## src/rtl/tcc_pkg.sv

```systemverilog
package tcc_pkg;
	localparam int unsigned TCC_KEYS = 12;
	localparam int unsigned TCC_VAR_W = 7;
	localparam logic [7:0] TCC_ADDR_THRESH = 8'h0d;
	localparam logic [7:0] TCC_ADDR_WAIT = 8'h0e;
	localparam logic [7:0] TCC_ADDR_OFFSET = 8'h0f;
	localparam logic [6:0] TCC_THRESH_RESET = 7'h04;
	localparam logic [7:0] TCC_WAIT_RESET = 8'h27;
	localparam logic [6:0] TCC_OFFSET_RESET = 7'h00;
	localparam int unsigned TCC_WAIT_SCALE_LOG2 = 6;
	localparam int unsigned TCC_CNT_W = 8 + TCC_WAIT_SCALE_LOG2;
	localparam int unsigned TCC_STEP_THRESH_FF = 60;
	localparam int unsigned TCC_STEP_OFFSET_PF = 60;
	typedef enum logic [2:0] {
		TCC_ARMED = 3'h1,
		TCC_COUNT = 3'h2,
		TCC_DONE = 3'h4
	} tcc_state_e;
endpackage

```

## src/rtl/tcc_core.sv

```systemverilog
`timescale 1ns/1ns
`default_nettype none
// Overview of operation
// - Key is non-touch while its variance is below the threshold; unit 60 fF.
// - Tracking wait equals programmed 8-bit value times 64 sensor clock periods.
// - Wait starts when all twelve keys first return to non-touch.
// - Calibration fires only after non-touch held for the whole wait.
// - Baseline offset is 7 bits, bit 7 reserved, values 0 to 127.
// - Each baseline offset unit is one 60 pF reference step.
// - New baseline offset takes effect only after a warm reset.
// - Each key compares its variance against its own 7-bit touch margin.
module tcc_core
	import tcc_pkg::*;
#(
	parameter int unsigned NKEYS = TCC_KEYS
)
(
	input wire logic clock,
	input wire logic rstn,
	input wire logic [7:0] reg_addr,
	input wire logic reg_wr,
	input wire logic [7:0] reg_wdata,
	output logic [7:0] reg_rdata,
	input wire logic sensor_tick,
	input wire logic warm_reset,
	input wire logic [NKEYS*TCC_VAR_W-1:0] key_variance,
	input wire logic [NKEYS*TCC_VAR_W-1:0] touch_sensitivity_margin,
	output logic [NKEYS-1:0] key_nontouch,
	output logic [NKEYS-1:0] key_touch,
	output logic tracking_cal_start,
	output logic [6:0] applied_offset_steps
);
	logic [6:0] thresh_q, thresh_d;
	logic [7:0] wait_q, wait_d;
	logic [6:0] offset_q, offset_d;
	logic [6:0] applied_q, applied_d;
	logic [7:0] rdata_q, rdata_d;
	logic [NKEYS-1:0] nontouch_q, nontouch_d;
	logic [NKEYS-1:0] touch_q, touch_d;
	tcc_state_e state_q, state_d;
	logic [TCC_CNT_W-1:0] cnt_q, cnt_d;
	logic cal_q, cal_d;
	logic all_nt;
	logic [TCC_CNT_W-1:0] target;

	// Register file
	always_comb
	begin
		thresh_d = thresh_q;
		wait_d = wait_q;
		offset_d = offset_q;
		applied_d = applied_q;
		if (reg_wr)
		begin
			case (reg_addr)
				TCC_ADDR_THRESH: thresh_d = reg_wdata[6:0];
				TCC_ADDR_WAIT: wait_d = reg_wdata;
				TCC_ADDR_OFFSET: offset_d = reg_wdata[6:0];
				default: ;
			endcase
		end
		if (warm_reset)
			applied_d = offset_q;
		case (reg_addr)
			TCC_ADDR_THRESH: rdata_d = {1'h0, thresh_q};
			TCC_ADDR_WAIT: rdata_d = wait_q;
			TCC_ADDR_OFFSET: rdata_d = {1'h0, offset_q};
			default: rdata_d = 8'h00;
		endcase
	end

	always_ff @(posedge clock)
	begin
		if (!rstn)
		begin
			thresh_q <= TCC_THRESH_RESET;
			wait_q <= TCC_WAIT_RESET;
			offset_q <= TCC_OFFSET_RESET;
			applied_q <= TCC_OFFSET_RESET;
			rdata_q <= 8'h00;
		end
		else
		begin
			thresh_q <= thresh_d;
			wait_q <= wait_d;
			offset_q <= offset_d;
			applied_q <= applied_d;
			rdata_q <= rdata_d;
		end
	end

	// Per-key classification
	always_comb
	begin
		for (int i = 0; i < NKEYS; i++)
		begin
			nontouch_d[i] = key_variance[i*TCC_VAR_W +: TCC_VAR_W] < thresh_q;
			touch_d[i] = key_variance[i*TCC_VAR_W +: TCC_VAR_W]
				>= touch_sensitivity_margin[i*TCC_VAR_W +: TCC_VAR_W];
		end
	end

	always_ff @(posedge clock)
	begin
		if (!rstn)
		begin
			nontouch_q <= '0;
			touch_q <= '0;
		end
		else
		begin
			nontouch_q <= nontouch_d;
			touch_q <= touch_d;
		end
	end

	assign all_nt = &nontouch_q;
	assign target = {wait_q, {TCC_WAIT_SCALE_LOG2{1'h0}}};

	// Tracking calibration timer, counts sensor clock ticks
	always_comb
	begin
		state_d = state_q;
		cnt_d = cnt_q;
		cal_d = 1'h0;
		case (state_q)
			TCC_ARMED:
			begin
				cnt_d = '0;
				if (all_nt)
					state_d = TCC_COUNT;
			end
			TCC_COUNT:
			begin
				if (!all_nt)
				begin
					state_d = TCC_ARMED;
					cnt_d = '0;
				end
				else if (cnt_q >= target)
				begin
					cal_d = 1'h1;
					state_d = TCC_DONE;
				end
				else if (sensor_tick)
					cnt_d = cnt_q + TCC_CNT_W'(1);
			end
			TCC_DONE:
			begin
				cnt_d = '0;
				if (!all_nt)
					state_d = TCC_ARMED;
			end
			default:
			begin
				state_d = TCC_ARMED;
				cnt_d = '0;
			end
		endcase
	end

	always_ff @(posedge clock)
	begin
		if (!rstn)
		begin
			state_q <= TCC_ARMED;
			cnt_q <= '0;
			cal_q <= 1'h0;
		end
		else
		begin
			state_q <= state_d;
			cnt_q <= cnt_d;
			cal_q <= cal_d;
		end
	end

	assign reg_rdata = rdata_q;
	assign key_nontouch = nontouch_q;
	assign key_touch = touch_q;
	assign tracking_cal_start = cal_q;
	assign applied_offset_steps = applied_q;

	chk_thresh_used: assert property (@(posedge clock) disable iff (!rstn)
		(key_variance[TCC_VAR_W-1:0] < thresh_q) |=> key_nontouch[0])
		else $error("key 0 below threshold not marked non-touch");
	chk_touch_cmp: assert property (@(posedge clock) disable iff (!rstn)
		(key_variance[TCC_VAR_W-1:0] >= touch_sensitivity_margin[TCC_VAR_W-1:0])
		|=> key_touch[0])
		else $error("key 0 at margin not marked touched");
	chk_wait_start: assert property (@(posedge clock) disable iff (!rstn)
		(state_q == TCC_ARMED && all_nt) |=> (state_q == TCC_COUNT && cnt_q == '0))
		else $error("wait did not start when all keys cleared");
	chk_wait_length: assert property (@(posedge clock) disable iff (!rstn)
		$rose(tracking_cal_start) |-> $past(cnt_q) == target)
		else $error("calibration fired at wrong count");
	chk_no_early: assert property (@(posedge clock) disable iff (!rstn)
		tracking_cal_start |-> $past(all_nt) && $past(state_q) == TCC_COUNT)
		else $error("calibration without sustained non-touch");
	chk_abandon_wait: assert property (@(posedge clock) disable iff (!rstn)
		(state_q == TCC_COUNT && !all_nt) |=> (state_q == TCC_ARMED && !tracking_cal_start))
		else $error("touch during wait did not abandon it");
	chk_rsvd_zero: assert property (@(posedge clock) disable iff (!rstn)
		(reg_addr == TCC_ADDR_OFFSET) |=> (reg_rdata[7] == 1'h0))
		else $error("reserved offset bit read nonzero");
	chk_offset_hold: assert property (@(posedge clock) disable iff (!rstn)
		(applied_offset_steps != $past(applied_offset_steps))
		|-> ($past(warm_reset) || !$past(rstn)))
		else $error("offset applied without warm reset");
	chk_warm_apply: assert property (@(posedge clock) disable iff (!rstn)
		warm_reset |=> (applied_offset_steps == $past(offset_q)))
		else $error("warm reset did not apply stored offset");
	chk_wait_write: assert property (@(posedge clock) disable iff (!rstn)
		(reg_wr && reg_addr == TCC_ADDR_WAIT) |=> (wait_q == $past(reg_wdata)))
		else $error("wait time write did not land");
	chk_count_tick: assert property (@(posedge clock) disable iff (!rstn)
		(state_q == TCC_COUNT && all_nt && cnt_q < target && !sensor_tick)
		|=> (cnt_q == $past(cnt_q)))
		else $error("wait counter moved without a sensor tick");
	chk_cal_pulse: assert property (@(posedge clock) disable iff (!rstn)
		tracking_cal_start |=> !tracking_cal_start)
		else $error("calibration pulse longer than one cycle");

	// At least one key to watch
	if (NKEYS < 1)
	begin : g_bad_keys
		$error("NKEYS must be at least one");
	end
endmodule // tcc_core
`default_nettype wire

```

## config.mk

```make
export PLATFORM = sky130hd
export DESIGN_NAME = tcc_core
export DESIGN_NICKNAME = d
export VERILOG_FILES = /design/src/rtl/tcc_pkg.sv /design/src/rtl/tcc_core.sv
export SDC_FILE = /design/constraint.sdc
export NUM_CORES = 1
export LEC_CHECK = 0
export ABC_AREA = 0
export ABC_CLOCK_PERIOD_IN_PS = 2730
export BUFFER_PORTS_ARGS = -buffer_cell sky130_fd_sc_hd__buf_2
export CAP_MARGIN = 20
export CORE_ASPECT_RATIO = 0.8
export CORE_UTILIZATION = 50
export CTS_CLUSTER_DIAMETER = 40
export DETAILED_ROUTE_END_ITERATION = 8
export GPL_ROUTABILITY_DRIVEN = 0
export PLACE_DENSITY = 0.91
export SYNTH_ARGS = -nofsm -noshare
export SYNTH_HDL_FRONTEND = slang
export SYNTH_SLANG_ARGS = --single-unit
```

## constraint.sdc

```tcl
create_clock -name clock -period 2.73 [get_ports clock]
set_clock_uncertainty 0.2 [all_clocks]
set_input_delay 0.273 -clock clock [delete_from_list [all_inputs] [get_ports clock]]
set_output_delay 0.273 -clock clock [all_outputs]
set_load 0.02 [all_outputs]
```

==> results.md, run 1 <==
- Mapped cell area: ~0.0066 mm^2
- Initial antenna violation count: 0
- Leading area contributor after synthesis: ha_1
- Flop-to-flop setup slack: ~0.23 ns
- Distinct cell type count after synthesis: between 40 and 50
- # Post-CTS Setup Buffers: 0
- Diodes inserted: 0
- CTS Buffer Depth: 2
- Final Max Slew Viols: 0
- DP HPWL: roughly 15000 um
- Initial Util: 51.4%
- Critical path launch point: wait_q[5]$_SDFFE_PN1P_
- Status: finished clean
- GR Util All Layers: ~28%
- Layout cell share with drive strength beyond 1: about a quarter
- Worst vdd rail ir drop: approximately 0.00033 V
- Relative slew slack: 56.7%
- Drt drc: 0
- Crit path kind: flop to flop
- Crit. End Element: flop
- Total negative slack: 0 ns
- Synth area leaders: ha_1 (31%), dfxtp_1 (24%), inv_1 (5.9%)
- Fin cells: 1175
- CP Capture Point: cnt_q[11]$_SDFFE_PN0P_
- Hold crit path type: primary input to flop
- Die span in x: 131 um
- Die Span Y: ~110 um
- WP data arrival: 2.56 ns
- DRT Pass-1 Iters: 4
- Max FO, Critical Path: 22
- Synth Register Bits: 79
- Sequential fraction of the synthesis area: a little under a quarter
- Clock sink count: between 70 and 80
- Synth Instances: 762
- DR WL/cell: 15.6 um
- Final setup violation count: 0
- Worst Path Required: approximately 2.8 ns
- Count of final hold-check violations: 0
- Inst Count DP: 1159
- TritonCTS Buffers: 9
- Worst-skew pair later-pin latency: about 0.34 ns
- Area grow syn2layout: 25.1%
- H-tree depth: 3
- Via Count: approximately 6.3k
- Part of the cycle the worst path needs: between 90% and 100%
- Syn avg cell area: 8.71 um^2
- Hold_buf cts: 0
- WL final: around 18000 um
- Drt initial violations: 248
- Layout net count: 1350
- Nature of the critical path startpoint: flop
- Synth async-reset ratio: 0%
- Antenna-violating nets left: 0
- Hold Worst Slack: roughly 0.014 ns
- Ys flop type: dfxtp_1
- Pin count of the biggest net entering global routing: 55
- Achievable clock frequency: between 300 and 400 MHz
- Ys Warns: 0
- I/O Buffers: roughly 230
- P_leak: ~0.0043 uW
- Number of global-route vias before repair: approximately 6.4k
- Core Box Area: about 0.013 mm^2
- TritonCTS clock tree: done
- I/O pin cnt: roughly 230
- Filler cells: 1068
- Syn_nets: between 1k and 1.5k
- Grt ovf: 0
- Die ar.: about 0.014 mm^2
- Min Clock Period, post-route: 2.50 ns
- CTS resizes: 0
- Clk pin slew, worst setup/hold paths: ~0.070 ns
- Worst r2r dst: cnt_q[11]$_SDFFE_PN0P_
- Worst R2R Path Depth: 7
- Root buffer cell: clkbuf_16
- Via/cell ratio: between 5 and 6
- Setup repair after global routing missed its margin: false
- Number of flops mapped to enable cells by yosys: 0
- First-pass GRT wire length: between 20000 and 30000 um
- FP Rows: 37
- Top-area cell type share of the netlist area: around 31%
- Worst-Margin Slew: 0.649 ns
- Power per cell area: 373 mW/mm^2
- Reg2reg start: wait_q[5]$_SDFFE_PN1P_
- Max cap viols: 0
## critical path: stages (launching register included)
cell and delay, ns:
dfxtp_1 0.36, inv_1 0.07, ha_1 0.33, a211oi_2 0.27, o221ai_2 0.20, a21o_4 0.30, or4_1 0.52, a21oi_1 0.17
## how the worst min path moves through the flow
stage | cells after the start | start | endpoint | slack, ns
CTS | 3 | reg_wdata[5] | wait_q[5]$_SDFFE_PN1P_ | 0.003
floorplan | 2 | reg_wdata[0] | wait_q[0]$_SDFFE_PN1P_ | 0.20
global route | 3 | reg_wdata[5] | wait_q[5]$_SDFFE_PN1P_ | 0.009
finish | 3 | reg_wdata[5] | wait_q[5]$_SDFFE_PN1P_ | 0.01
global placement | 2 | wait_q[7]$_SDFFE_PN0P_ | reg_rdata[7]$_SDFF_PN0_ | 0.24
detailed placement | 2 | wait_q[7]$_SDFFE_PN0P_ | reg_rdata[7]$_SDFF_PN0_ | 0.24
## stage by stage
stage / power, uW / cell area [um^2] / worst slack (ns) / utilization [%]
5_1_grt: 3270 / 8300 / 0.127 / 64.3
3_3_place_gp: 1820 / 7990 / 0.402 / 61.9
6_report: 3100 / 8300 / 0.228 / 64.3
4_1_cts: 3120 / 8300 / 0.232 / 64.3
2_1_floorplan: 1570 / 6630 / 0.449 / -
3_5_place_dp: 1850 / 7990 / 0.335 / 61.9
## Yosys cell counts, types with 12 or more instances
| library cell | count |
|---|---|
| a31oi_1 | 12 |
| and3_1 | 14 |
| nand2_1 | 43 |
| o31a_1 | 12 |
| a21o_1 | 24 |
| o21a_1 | 13 |
| nor2b_1 | 26 |
| ha_1 | 166 |
| o21ai_0 | 39 |
| nor2_1 | 14 |
| a21oi_1 | 60 |
| mux2i_1 | 28 |
| nand2b_1 | 25 |
| nand3b_1 | 14 |
| dfxtp_1 | 79 |
| inv_1 | 104 |
| nand3_1 | 19 |
## final cells by class
cell class	count	area (um^2)	share of cell area, %
clock inverter	7	86.3	1.04
clock buffer	9	225	2.71
inverter	104	390	4.70
tap	175	219	2.64
multi-input combinational	563	4580	55.2
sequential	79	1580	19.1
timing repair buffer	238	1220	14.6
## cell families after synthesis
| group | count (synthesis) | synth area share (%) |
|---|---|---|
| AOI/OAI and AO/OA | 182 | 17.4 |
| and+or+nand+nor | 182 | 15.4 |
| adders and majority gates | 166 | 31.3 |
| buffers and inverters | 120 | 7.07 |
| DFF | 79 | 23.8 |
| muxes | 29 | 4.39 |
| xor gates and xnor gates | 4 | 0.528 |
## state kept, by name (all words and copies together), names as in the netlist
signal / flops
cnt_q: 14
applied_offset_steps: 7
wait_q: 8
thresh_q: 7
key_touch: 12
tracking_cal_start: 1
state_q: 3
offset_q: 7
reg_rdata: 8
key_nontouch: 12
## report_power, final
group	internal, uW	switching (uW)
registers	1180	9.43
clock network	731	538
logic	314	325
total	2220	872
## layer usage
metal	up-vias	track usage [%]	part of all wire, %
met1	2820	32.6	43
met2	228	47.7	46
met5	-	0	0
met4	0	11.7	3.8
li1	3170	-	-
met3	53	6.55	6.5
## placed cells by master (no fill, tap or decap), types with 9 or more instances in the layout
cell type / Yosys / final
buf_2: 3 / 228
ha_1: 166 / 166
inv_1: 104 / 104
dfxtp_1: 79 / 79
a21oi_1: 60 / 60
nand2_1: 43 / 43
o21ai_0: 39 / 39
mux2i_1: 28 / 28
nor2b_1: 26 / 26
nand2b_1: 25 / 25
a21o_1: 24 / 24
nand3_1: 19 / 19
nand3b_1: 14 / 14
and3_1: 14 / 14
nor2_1: 14 / 14
o21a_1: 13 / 13
a31oi_1: 12 / 12
o31a_1: 12 / 12
buf_4: 2 / 10
clkbuf_16: 0 / 9
(Power assumes the default switching activity.)
==> inputs of run 2 (changes only) <==
--- a/config.mk
+++ b/config.mk
@@ -11,9 +11,9 @@
 export CAP_MARGIN = 20
 export CORE_ASPECT_RATIO = 0.8
-export CORE_UTILIZATION = 50
+export CORE_UTILIZATION = 52
 export CTS_CLUSTER_DIAMETER = 40
 export DETAILED_ROUTE_END_ITERATION = 8
 export GPL_ROUTABILITY_DRIVEN = 0
-export PLACE_DENSITY = 0.91
+export PLACE_DENSITY = 0.94
 export SYNTH_ARGS = -nofsm -noshare
 export SYNTH_HDL_FRONTEND = slang
==> constraint.sdc (replaced) <==
create_clock -name clock -period 2.73 [get_ports clock]
set_clock_uncertainty 0.2 [all_clocks]
set_input_delay 0.546 -clock clock [delete_from_list [all_inputs] [get_ports clock]]
set_output_delay 0.546 -clock clock [all_outputs]
set_load 0.02 [all_outputs]
==> run 2 against run 1 <==
Compared with the run above: worst setup slack improved by 0.051 ns; sequential share of layout area increased by 0.18 points; clock power decreased by 11%; critical endpoint is now cnt_q[12]$_SDFFE_PN0P_; die area decreased by 3.8%; register-to-register slack improved by 0.05 ns.
==> results.md, run 2 (same netlist as run 1, synthesis figures left out) <==
- Status: finished clean
- DP Worst Slack: about 0.23 ns
- Crit path kind: flop to flop
- Worst-Margin Slew: about 0.7 ns
- Setup repair after global routing missed its margin: false
- Initial antenna violation count: 0
- Most frequent cells in the layout: buf_2 (228), ha_1 (166), inv_1 (104)
- Drt drc: 0
- Area grow syn2layout: 24.0%
- GRT busiest layer: met2
- Worst vdd rail ir drop: 0.000366 V
- Diodes inserted: 0
- Die span in x: between 100 and 150 um
- # Post-CTS Setup Buffers: 0
- P_leak: between 0.004 and 0.005 uW
- Initial Util: a little over half
- Fin cells: 1166
- Clk pin slew, worst setup/hold paths: around 0.060 ns
- CTS Buffer Depth: 2
- Antenna-violating nets left: 0
- Die Span Y: 103 um
- Filler cells: 1019
- DRT Pass-1 Iters: 5
- Max FO, Critical Path: 22
- Pin count of the biggest net entering global routing: between 50 and 60
- FP Rows: 36
- Cell Area, Placed: roughly 0.008 mm^2
- Via Count: 6359
- Count of final hold-check violations: 0
- H-tree depth: 3
- Die ar.: ~0.013 mm^2
- TritonCTS clock tree: done
- WL final: ~18000 um
- DR WL/cell: about 15 um
- Nature of the critical path startpoint: flop
- Layout net count: 1345
- Final setup violation count: 0
- Worst Path Required: roughly 2.8 ns
- Hold crit path type: flop to flop
- Hold_buf cts: 0
- Via/cell ratio: around 5.5
- Tot Pwr: a little under 3000 uW
- CTS resizes: 0
- Relative slew slack: 51.8%
- Number of global-route vias before repair: roughly 6.2k
- Total negative slack: 0 ns
- Final setup margin: ~0.28 ns
- Part of the cycle the worst path needs: 89.8%
- Met3 Use GR: just over 5%
- Design area: 0.00822 mm^2
- Layout cell share with drive strength beyond 1: 25.8%
- Most common cell after layout, fill and taps aside: buf_2
- I/O pin cnt: 229
- TritonCTS Buffers: 9
- WP data arrival: approximately 2.5 ns
- Power per cell area: between 300 and 400 mW/mm^2
- DP HPWL: between 10000 and 15000 um
- Max reg flops: 14
- Achievable clock frequency: a little over 400 MHz
- Drt initial violations: approximately 380
- Worst-skew pair later-pin latency: between 0.3 and 0.4 ns
- Inst Count DP: 1150
- Routing usage on met2: about half
- Clock sink count: between 70 and 80
- Root buffer cell: clkbuf_16
- Min Clock Period, post-route: approximately 2.5 ns
- Grt ovf: 0
- First-pass GRT wire length: 28600 um
- Final Max Slew Viols: 0
- Core Box Area: 0.0123 mm^2
- GR Util All Layers: between 20% and 30%
- Max cap viols: 0
- M1 GR Usage: between 30 and 40%
- Crit. End Element: flop
- Largest register by flop count: cnt_q
- I/O Buffers: 228
==> run 2: cell count changes in the layout (fill, tap and decap cells not counted), sizes merged <==
| cell | change |
|---|---|
| clkbuf | +2 |
| clkinv | +3 |
| bufinv | -1 |
| clkinvlp | +1 |
| buf | -5 |
| inv | -5 |
==> run 2: per-stage QoR <==
| step | hold WS (ns) | util [%] |
|---|---|---|
| floorplan | 0.222 | - |
| global placement | 0.245 | 64.6 |
| detailed placement | 0.255 | 64.6 |
| CTS | 0.265 | 66.9 |
| global route | 0.288 | 66.9 |
| finish | 0.267 | 66.9 |
==> run 2: path summary, 6_finish.rpt <==
| kind | from | endpoint | slack, ns | depth (start not counted) |
|---|---|---|---|---|
| worst max-delay path | wait_q[5]$_SDFFE_PN1P_ | cnt_q[12]$_SDFFE_PN0P_ | 0.28 | 7 |
| worst min-delay path | wait_q[7]$_SDFFE_PN0P_ | reg_rdata[7]$_SDFF_PN0_ | 0.27 | 2 |
| worst max register to register | wait_q[5]$_SDFFE_PN1P_ | cnt_q[12]$_SDFFE_PN0P_ | 0.28 | 7 |
| worst min register to register | wait_q[7]$_SDFFE_PN0P_ | reg_rdata[7]$_SDFF_PN0_ | 0.27 | 2 |
==> run 2: layout make-up <==
type | count | area (um^2) | share of cell area (%)
Multi-Input combinational cell | 563 | 4580 | 55.7
Sequential cell | 79 | 1580 | 19.2
Timing Repair Buffer | 233 | 1180 | 14.3
Inverter | 104 | 390 | 4.75
Clock buffer | 11 | 243 | 2.95
Tap cell | 171 | 214 | 2.60
Clock inverter | 5 | 33.8 | 0.411
==> run 2: metal layers <==
layer | vias to the layer above | share of wire (%)
met1 | 2875 | 44
met4 | 0 | 2.7
met3 | 46 | 6.8
li1 | 3161 | -
met2 | 277 | 47
met5 | - | 0
==> run 2: power breakdown <==
part           switching (uW)  internal (uW)  total, uW
Clock                     487            640       1130
Sequential               9.97           1180       1190
Combinational             322            314        636
Total                     819           2130       2950
==> run 2: critical path, cell delays in order (launching register included) <==
cell and delay, ns:
dfxtp_1 0.35, inv_1 0.05, ha_1 0.32, a211oi_2 0.27, o221ai_2 0.19, a21o_4 0.29
or4_1 0.52, a21oi_1 0.16
==> inputs of run 3 (changes only) <==
CORE_UTILIZATION = 45   (was 52)
PLACE_DENSITY = 0.84   (was 0.94)
==> run 3 against run 2 <==
Compared with the run above: power is 9.1% higher; maximum frequency is 0.22% higher; non-clock buffer count is 1 lower; register-to-register slack hardly changed; flip-flop and latch count stayed put; combinational power is 1% lower; sequential share of layout area is 0.18 points lower; design area is 0.96% higher; clock power is 24% higher; via count is 2.8% lower; die area is 15% higher; sequential power hardly changed; largest cell class unchanged; largest power group is now clock.
==> results.md, run 3 (same netlist as run 1, synthesis figures left out) <==
- Status: finished clean
- DRT Pass-1 Iters: 5
- Clk pin slew, worst setup/hold paths: about 0.06 ns
- Drt drc: 0
- Worst-Margin Slew: 0.757 ns
- DP HPWL: between 10000 and 15000 um
- WP data arrival: ~2.5 ns
- Part of the cycle the worst path needs: between 80% and 90%
- Max reg flops: 14
- CP Buf/Inv Count: 1
- Via Count: between 6k and 7k
- Via/cell ratio: 5.24
- Design area: about 0.0083 mm^2
- First-pass GRT wire length: roughly 30000 um
- Worst Path Required: 2.78 ns
- Total negative slack: 0 ns
- Layout cell share with drive strength beyond 1: 25.9%
- Filler cells: approximately 1.3k
- Crit path kind: flop to flop
- Antenna-violating nets left: 0
- Relative slew slack: 49.5%
- Largest register by flop count: cnt_q
- DR WL/cell: roughly 15 um
- Clock sink count: 79
- GR Util All Layers: roughly a quarter
- Cell Area, Placed: between 0.007 and 0.008 mm^2
- Diodes inserted: 0
- Inst Count DP: roughly 1.2k
- Count of final hold-check violations: 0
- Core Box Area: roughly 0.014 mm^2
- Initial antenna violation count: 0
- I/O Buffers: 228
- Power per cell area: between 300 and 400 mW/mm^2
- WL final: ~18000 um
- Layout net count: 1344
- Number of global-route vias before repair: between 6k and 7k
- FP Rows: 39
- CTS resizes: 0
- I/O pin cnt: 229
- Setup repair after global routing missed its margin: false
- Grt ovf: 0
- CP peak stage delay: 0.52 ns
- Worst vdd rail ir drop: 0.000524 V
- Min Clock Period, post-route: between 2 and 2.5 ns
- Hold Worst Slack: roughly 0.26 ns
- Most common cell after layout, fill and taps aside: buf_2
- Die Span Y: around 110 um
- Area grow syn2layout: 25.2%
- Root buffer cell: clkbuf_16
- Slowest CP cell: or4_1
- Achievable clock frequency: roughly 410 MHz
- Final setup violation count: 0
- Initial Util: around 46%
- Crit. End Element: flop
- Max cap viols: 0
- Final Max Slew Viols: 0
- Fin cells: roughly 1.2k
- Die span in x: roughly 140 um
- CTS Buffer Depth: 2
- Hold_buf cts: 0
- # Post-CTS Setup Buffers: 0
- TritonCTS clock tree: done
- CP delay by family, top: compound AO/OA/AOI/OAI gates
- Max FO, Critical Path: 22
- Most frequent cells in the layout: buf_2 (228), ha_1 (166), inv_1 (104)
- Crit-path cells: inv_1 > ha_1 > a211oi_2 > o221ai_2 > a21o_4 > or4_1 > a21oi_1
- P_leak: 0.00434 uW
- H-tree depth: 3
- Worst-skew pair later-pin latency: approximately 0.34 ns
- Pin count of the biggest net entering global routing: 55
- TritonCTS Buffers: 9
- Die ar.: about 0.015 mm^2
- Drt initial violations: roughly 360
- Nature of the critical path startpoint: flop
- Hold crit path type: flop to flop
==> run 3: final cells by class <==
| type | instances | area, um^2 | area share [%] |
|---|---|---|---|
| clock inverter | 7 | 121 | 1.46 |
| multi-input combinational | 563 | 4580 | 55.2 |
| clock buffer | 9 | 225 | 2.71 |
| tap | 184 | 230 | 2.77 |
| timing repair buffer | 232 | 1170 | 14.1 |
| inverter | 104 | 390 | 4.70 |
| sequential | 79 | 1580 | 19.0 |
==> run 3: worst paths after layout <==
path | slack (ns) | from | cells after the start | end
worst min-delay path | 0.26 | wait_q[7]$_SDFFE_PN0P_ | 2 | reg_rdata[7]$_SDFF_PN0_
worst max register to register | 0.28 | wait_q[5]$_SDFFE_PN1P_ | 7 | cnt_q[12]$_SDFFE_PN0P_
worst max-delay path | 0.28 | wait_q[5]$_SDFFE_PN1P_ | 7 | cnt_q[12]$_SDFFE_PN0P_
worst min register to register | 0.26 | wait_q[7]$_SDFFE_PN0P_ | 2 | reg_rdata[7]$_SDFF_PN0_
==> run 3: power by group <==
part           leakage, uW  switching [uW]  total, uW  internal [uW]
clock network     0.000170             507       1400            897
logic              0.00353             316        628            313
registers         0.000641            11.2       1190           1180
==> run 3: worst register-to-register path: stages (launching register included) <==
cell and delay, ns:
dfxtp_1 0.35, inv_1 0.06, ha_1 0.32, a211oi_2 0.26, o221ai_2 0.19, a21o_4 0.29, or4_1 0.52, a21oi_1 0.17
==> run 3: routing by layer <==
layer,global-route usage [%],up-vias,part of all wire (%)
li1,-,3159,-
met1,29.8,2772,45
met2,41.1,208,46
met3,6.57,39,6.8
met4,7.97,0,2.5
met5,0,-,0
==> run 3: metrics by stage <==
step | worst slack, ns | util (%) | total power [uW]
after floorplan | 0.449 | - | 1570
after global placement | 0.383 | 55.5 | 1820
after detailed placement | 0.281 | 55.5 | 1840
after CTS | 0.336 | 57.9 | 3260
after global routing | 0.173 | 57.9 | 3410
final | 0.285 | 57.9 | 3220
